$ cat src/design/lsr_map.svh
// Behaviour
// RULE1: a cycle starts only on the rising edge of the cycle strobe
// RULE2: strobe low after the access starts the internal preset for the next cycle
// RULE3: address and chip select are latched at cycle start and held all cycle
// RULE4: read data sits in an output register until the next cycle begins; the code clears it when strobe falls with drivers disabled
// RULE5: write select high means read; low while strobe high means write
// RULE6: write and read data share four two-way data pins
// RULE7: memory status shows data valid and preset complete
// RULE8: controller may time the strobe from the memory status output
// RULE9: strobe may stop in either level indefinitely without losing state
// RULE10: array is 1024 words of 4 bits; one word per cycle
// RULE11: controller keeps strobe low at least the preset interval
// RULE12: write only when selected, strobe high and write select low
// RULE13: unselected cycle keeps drivers off and writes nothing
// RULE14: drivers on only with output enable high and drive-off request low
// RULE15: controller holds strobe low after power-on for an initial preset
// RULE16: controller releases data lines before device drivers may turn on
// RULE17: read-modify-write lowers write select only after read data is valid
`ifndef LSR_MAP_SVH
`define LSR_MAP_SVH
`define LSR_ADDR_W 10
`define LSR_DATA_W 4
`define LSR_WORDS 1024
`define LSR_ACCESS_NS 200
`define LSR_PRESET_NS 100
`define LSR_CLK_NS 40
`define LSR_ACCESS_CYC ((`LSR_ACCESS_NS + `LSR_CLK_NS - 1) / `LSR_CLK_NS)
`define LSR_PRESET_CYC ((`LSR_PRESET_NS + `LSR_CLK_NS - 1) / `LSR_CLK_NS)
`define LSR_CNT_W 4
`endif

$ cat src/design/lsr_pkg.sv
`include "lsr_map.svh"
package lsr_pkg;
	typedef enum logic [1:0] {
		LSR_PRESET = 2'b00,
		LSR_IDLE   = 2'b01,
		LSR_ACCESS = 2'b11,
		LSR_VALID  = 2'b10
	} lsr_state_e;
	typedef logic [`LSR_CNT_W-1:0] lsr_cnt_t;
endpackage : lsr_pkg

$ cat src/design/lsr_mem_if.sv
`timescale 1ns/1ps
`include "lsr_map.svh"
interface lsr_mem_if #(parameter int AW = `LSR_ADDR_W, parameter int DW = `LSR_DATA_W);
	logic          we;
	logic [AW-1:0] addr;
	logic [DW-1:0] wdata;
	logic [DW-1:0] rdata;
	modport ctrl (output we, output addr, output wdata, input rdata);
	modport mem  (input we, input addr, input wdata, output rdata);
endinterface : lsr_mem_if

$ cat src/design/lsr_array.sv
`timescale 1ns/1ps
`include "lsr_map.svh"
module lsr_array #(
	parameter int WORDS = `LSR_WORDS
) (
	input  wire logic i_clk,
	lsr_mem_if.mem    mem
);
	logic [$bits(mem.wdata)-1:0] store [WORDS];

	// no reset: contents survive any strobe stall
	always_ff @(posedge i_clk) begin // RULE9
		if (mem.we) begin // RULE10
			store[mem.addr] <= mem.wdata;
		end
		mem.rdata <= store[mem.addr];
	end
endmodule : lsr_array

$ cat src/design/lsr_cycle_port.sv
`timescale 1ns/1ps
`include "lsr_map.svh"
module lsr_cycle_port import lsr_pkg::*; #(
	parameter int AW = `LSR_ADDR_W,
	parameter int DW = `LSR_DATA_W
) (
	// clock and reset
	input  wire logic          i_mclk,
	input  wire logic          i_nrst,
	// cycle control
	input  wire logic          i_cycle_strobe,
	input  wire logic          i_chip_select,
	input  wire logic          i_write_n,
	input  wire logic [AW-1:0] i_addr,
	// output buffer control
	input  wire logic          i_output_enable,
	input  wire logic          i_drive_off_request,
	// shared data pins
	input  wire logic [DW-1:0] i_data,
	output logic      [DW-1:0] o_data,
	output logic               o_data_oe,
	// status
	output logic               o_memory_status
);
	logic       rst_meta_q;
	logic       rst_sync_q;
	logic       strobe_q;
	lsr_state_e state_q;
	lsr_cnt_t   cnt_q;
	logic [AW-1:0] addr_q;
	logic       sel_q;
	logic       wrote_q;
	logic       rd_take_q;
	logic       clr_q;
	logic [DW-1:0] dout_q;
	logic       rise;
	logic       drv_ok;

	lsr_mem_if #(.AW(AW), .DW(DW)) mif ();

	always_ff @(posedge i_mclk or negedge i_nrst) begin
		if (!i_nrst) begin
			rst_meta_q <= 1'b0;
			rst_sync_q <= 1'b0;
		end else begin
			rst_meta_q <= 1'b1;
			rst_sync_q <= rst_meta_q;
		end
	end

	assign rise   = i_cycle_strobe && !strobe_q; // RULE1
	assign drv_ok = i_output_enable && !i_drive_off_request; // RULE14

	always_ff @(posedge i_mclk or negedge rst_sync_q) begin
		if (!rst_sync_q) begin
			strobe_q <= 1'b0;
		end else begin
			strobe_q <= i_cycle_strobe;
		end
	end

	// address and select held for the whole cycle
	always_ff @(posedge i_mclk or negedge rst_sync_q) begin
		if (!rst_sync_q) begin
			addr_q <= '0;
			sel_q  <= 1'b0;
		end else if (rise && state_q == LSR_IDLE) begin // RULE3
			addr_q <= i_addr;
			sel_q  <= i_chip_select;
		end
	end

	// strobe high before preset ends restarts the preset count, so the preset is never cut short
	always_ff @(posedge i_mclk or negedge rst_sync_q) begin
		if (!rst_sync_q) begin
			state_q <= LSR_PRESET;
			cnt_q   <= '0;
		end else begin
			case (state_q)
				LSR_PRESET: begin // RULE2
					if (i_cycle_strobe) begin
						cnt_q <= '0;
					end else if (cnt_q == lsr_cnt_t'(`LSR_PRESET_CYC - 1)) begin
						state_q <= LSR_IDLE;
						cnt_q   <= '0;
					end else begin
						cnt_q <= cnt_q + lsr_cnt_t'(1);
					end
				end
				LSR_IDLE: begin
					if (rise) begin // RULE1
						state_q <= LSR_ACCESS;
						cnt_q   <= '0;
					end
				end
				LSR_ACCESS: begin
					if (!i_cycle_strobe) begin
						state_q <= LSR_PRESET;
						cnt_q   <= '0;
					end else if (cnt_q == lsr_cnt_t'(`LSR_ACCESS_CYC - 1)) begin
						state_q <= LSR_VALID;
					end else begin
						cnt_q <= cnt_q + lsr_cnt_t'(1);
					end
				end
				LSR_VALID: begin
					if (!i_cycle_strobe) begin // RULE9
						state_q <= LSR_PRESET;
						cnt_q   <= '0;
					end
				end
				default: begin
					state_q <= LSR_PRESET;
					cnt_q   <= '0;
				end
			endcase
		end
	end

	// write window: selected, strobe high, write select low
	assign mif.we    = sel_q && i_cycle_strobe && !i_write_n && // RULE12 RULE13 RULE5
	                   (state_q == LSR_ACCESS || state_q == LSR_VALID);
	assign mif.addr  = addr_q;
	assign mif.wdata = i_data; // RULE6

	always_ff @(posedge i_mclk or negedge rst_sync_q) begin
		if (!rst_sync_q) begin
			wrote_q   <= 1'b0;
			rd_take_q <= 1'b0;
		end else begin
			wrote_q   <= mif.we;
			rd_take_q <= (state_q == LSR_ACCESS) && (cnt_q == lsr_cnt_t'(`LSR_ACCESS_CYC - 1));
		end
	end

	// output register: loaded at access end, refreshed after a write, cleared when
	// strobe falls with drivers disabled
	always_ff @(posedge i_mclk or negedge rst_sync_q) begin
		if (!rst_sync_q) begin
			dout_q <= '0;
			clr_q  <= 1'b0;
		end else begin
			clr_q <= (state_q == LSR_VALID) && !i_cycle_strobe && !drv_ok;
			if (clr_q) begin
				dout_q <= '0;
			end else if (rd_take_q || wrote_q) begin // RULE4
				dout_q <= mif.rdata;
			end
		end
	end

	// drivers follow read state; registered so outputs come from flops (one cycle lag)
	always_ff @(posedge i_mclk or negedge rst_sync_q) begin
		if (!rst_sync_q) begin
			o_data_oe <= 1'b0;
			o_data    <= '0;
		end else begin
			o_data_oe <= sel_q && i_write_n && drv_ok && (state_q == LSR_VALID) && i_cycle_strobe; // RULE13 RULE14 RULE6
			o_data    <= (rd_take_q || wrote_q) ? mif.rdata : dout_q;
		end
	end

	// status rises on valid data, falls when preset completes
	always_ff @(posedge i_mclk or negedge rst_sync_q) begin
		if (!rst_sync_q) begin
			o_memory_status <= 1'b0;
		end else if (state_q == LSR_VALID) begin // RULE7
			o_memory_status <= 1'b1;
		end else if (state_q == LSR_IDLE) begin
			o_memory_status <= 1'b0;
		end
	end

	lsr_array u_array (
		.i_clk (i_mclk),
		.mem   (mif.mem)
	);
endmodule : lsr_cycle_port

$ cat config.mk
export PLATFORM = sky130hd
export DESIGN_NAME = lsr_cycle_port
export DESIGN_NICKNAME = d
export VERILOG_FILES = /design/src/design/lsr_pkg.sv /design/src/design/lsr_mem_if.sv /design/src/design/lsr_array.sv /design/src/design/lsr_cycle_port.sv
export VERILOG_INCLUDE_DIRS = /design/src /design/src/design
export SDC_FILE = /design/constraint.sdc
export NUM_CORES = 2
export LEC_CHECK = 0
export BUFFER_PORTS_ARGS = -buffer_cell sky130_fd_sc_hd__buf_4
export CAP_MARGIN = 30
export CORE_ASPECT_RATIO = 1.1
export CORE_UTILIZATION = 40
export CTS_CLUSTER_SIZE = 28
export DETAILED_ROUTE_END_ITERATION = 7
export GPL_TIMING_DRIVEN = 1
export SKIP_CTS_REPAIR_TIMING = 1
export SKIP_LAST_GASP = 1
export SLEW_MARGIN = 10
export SYNTH_ARGS = -nofsm -noshare
export SYNTH_HDL_FRONTEND = slang
export SYNTH_SLANG_ARGS = --single-unit
$ cat constraint.sdc
create_clock -name i_mclk -period 1.21 [get_ports i_mclk]
set_input_delay 0.1815 -clock i_mclk [delete_from_list [all_inputs] [get_ports i_mclk]]
set_output_delay 0.1815 -clock i_mclk [all_outputs]
set_load 0.01 [all_outputs]
==> run summary <==
Worst Slack Setup Final: -2460 ps
Clk_lat worst skew: 980 ps
Post-synthesis async set-or-reset flop share: 0.00798
Die height: 670 µm
Vias in the first global route: 93637
Number of CTS-inserted buffers: 400
Met3 usage: 0.0347
Post-synthesis sequential area ratio: 0.764
Failing checks: negative hold slack, negative setup slack
Final ANT Viol Nets: 0
Clock Skew: 43.3 ps
Detailed Routing Iterations Pass 1: 5
Count leader, synth: edfxtp_1
Leakage: 68.8 nW
Met1 Use GR: 0.316
Routed via count: 93119
Final setup vio count: 4128
Layout overhead on the synthesized area: 24.8%
Drt initial violations: 11055
Post-DR vias/cell: 5.69
Synth cell count leaders: edfxtp_1, mux2i_1, nor2_1
Root Driver: clkbuf_16
Period utilization: 3.03
R2r worst-path depth: 11
Final slew viol count: 0
Status: finished, violations left
Post-place setup slack: -2960 ps
Largest net degree at the start of global routing: 74
Hold WC Path Type: input pin to flop
Sw frac: 0.303
Die Area: 0.408 mm²
Clk sink count: 4133
Worst-path fanout max: 7
Met2 Use GR: 0.392
Minimum clock period after layout: 3670 ps
GRT busiest layer: met2
Clk buf depth: 4
Hold path endpoint: addr_q[6]$_DFFE_PN0P_
Sequential share of power: 0.379
Reg-to-reg startpoint: addr_q[0]$_DFFE_PN0P_
Syn Nets: 8905
Worst R2R End: u_array.mem.rdata[0]$_DFF_P_
Fin nets: 10759
Hold Crit Start: i_addr[6]
RSZ-0062 raised after global routing: yes
Post-synth EDFFs: 4096
Area share of the largest cell type after synthesis: 0.758
Hold depth: 3
Post-DP HPWL: 337000 µm
Flop2flop setup slack: -2460 ps
Gp weighted congestion: 0.892
Syn Std Cell Area: 0.162 mm²
Initial antenna violation count: 21
Synth area leader: edfxtp_1
Layout cells sized above 1: 0.332
Die Width: 609 µm
Max_slew headroom: 0.485
Setup CP Type: flop to flop
Yosys reg bits: 4133
Dpl cell area: 0.187 mm²
Core ar.: 0.403 mm²
WHS: -3.82 ps
Total power: 418 mW
Average cell area after synthesis: 18.3 µm²
Synthesis Warnings: 0
TritonCTS clock tree: done
Final Cell Area: 0.203 mm²
GRT overflow: 0
Switch Pwr: 127 mW
Ys flop type: edfxtp_1
Port bufs: 26
GRT Total Usage: 0.236
Final WL: 499000 µm
Initial Util: 0.403
Gate power share: 0.314
Wire per inst: 30.5 µm
Final routed DRC violation total: 0
Startpoint types: flop
Peak Freq: 0.272 GHz
Worst path arrival time: 4510 ps
First-pass GRT wire length: 692000 µm
Clk slew on worst S/H paths: 60 ps
I/O Pins: 27
Peak supply drop: 1.36 mV
Max-cap violation count: 0
Area contributors post-synth: edfxtp_1, mux2i_1, mux4_2
Row count: 244
Synth Instances: 8876
P_int: 292 mW
Clock network fraction of total power: 0.307
Max H-tree Level: 5
WP data required: 2050 ps
Yosys cell types: 70
Final hold viol count: 1
PwrDens: 2070 mW/mm²
Crit end category: flop
Worst slew pin tran: 767 ps
-- per-layer routing --
layer / routed length, µm / vias up
met4: 22300 / 8
met1: 195000 / 48747
li1: - / 39247
met2: 242000 / 4240
met5: 55 / -
met3: 39600 / 877
-- worst max-delay path by stage --
stage	slack [ps]	from	end
6_report	-2460	addr_q[0]$_DFFE_PN0P_	u_array.mem.rdata[0]$_DFF_P_
3_5_place_dp	-2960	addr_q[0]$_DFFE_PN0P_	u_array.mem.rdata[2]$_DFF_P_
4_1_cts	-3000	addr_q[0]$_DFFE_PN0P_	u_array.mem.rdata[2]$_DFF_P_
5_1_grt	-2560	addr_q[1]$_DFFE_PN0P_	u_array.mem.rdata[0]$_DFF_P_
2_1_floorplan	-1420	addr_q[0]$_DFFE_PN0P_	u_array.mem.rdata[2]$_DFF_P_
3_3_place_gp	-2990	addr_q[0]$_DFFE_PN0P_	u_array.mem.rdata[2]$_DFF_P_
-- through the flow --
step,hold slack (ps),instances,setup TNS (ps),utilization
3_5_place_dp,-33.4,15492,-6983730,0.464
5_1_grt,-12.9,16354,-6663490,0.503
6_report,-3.82,16356,-6500420,0.503
2_1_floorplan,-114,8876,-5596430,-
4_1_cts,-1050,16228,-7031830,0.497
3_3_place_gp,-35.4,15492,-6860110,0.464
-- sequential cells by signal, indices dropped and copies added, names as in the netlist --
signal / count
o_data_oe: 1
u_array.mem.rdata: 4
wrote_q: 1
dout_q: 4
rst_sync_q: 1
cnt_q: 4
o_data: 4
state_q: 2
u_array.store: 4096
clr_q: 1
addr_q: 10
o_memory_status: 1
strobe_q: 1
sel_q: 1
rst_meta_q: 1
rd_take_q: 1
-- cell type report --
type / instances / area [µm²]
Antenna cell: 3 / 7.51
Clock buffer: 483 / 10600
Clock inverter: 253 / 2810
Fill cell: 31967 / 200000
Inverter: 7 / 26.3
Multi-Input combinational cell: 4115 / 37400
Sequential cell: 4133 / 124000
Tap cell: 5289 / 6620
Timing Repair Buffer: 2073 / 21100
-- layout by cell type (no fill, tap or decap), types with 23 or more instances in the layout --
| master | instances |
|---|---|
| mux2_2 | 26 |
| a22oi_1 | 23 |
| a22o_1 | 23 |
| o21ai_0 | 100 |
| dlygate4sd3_1 | 25 |
| clkbuf_16 | 427 |
| nand2_1 | 122 |
| nand3_1 | 57 |
| mux4_2 | 500 |
| nor3_1 | 39 |
| nand2_4 | 25 |
| nand4_1 | 24 |
| a211oi_1 | 24 |
| buf_12 | 372 |
| o2111ai_1 | 23 |
| bufinv_16 | 55 |
| buf_4 | 1602 |
| nor2_4 | 50 |
| dfrtp_1 | 26 |
| clkbuf_1 | 68 |
| mux2i_1 | 1161 |
| clkinvlp_4 | 29 |
| o211ai_1 | 31 |
| a21oi_1 | 43 |
| edfxtp_1 | 4096 |
| nor2_2 | 332 |
| nor4_1 | 81 |
| clkinv_2 | 67 |
| nor2_1 | 761 |
| o22ai_1 | 450 |
| clkinv_1 | 75 |
| buf_6 | 31 |
-- logic make-up after synthesis --
group,synth area share
fa+ha+maj,0.000617
compound gates,0.0320
mux,0.144
buf+inv,0.0178
other cells,0.0000231
simple gates,0.0417
flops,0.764
-- critical path, cell delays in order, from the launching register on --
cell	delay, ps
dfrtp_4	450
buf_12	170
buf_12	160
buf_12	160
mux4_2	540
mux4_2	510
nand2_1	100
o2111ai_1	100
buf_4	180
nand3_1	160
nand4_1	360
or4_1	590
-- power by group through the flow --
stage / sequential (mW) / clock [mW] / combinational, mW
5_1_grt: 159 / 135 / 136
6_report: 159 / 128 / 131
3_5_place_dp: 162 / 0 / 124
4_1_cts: 159 / 130 / 125
3_3_place_gp: 162 / 0 / 124
2_1_floorplan: 161 / 0 / 66.0
Power figures use the tool's default switching activity.
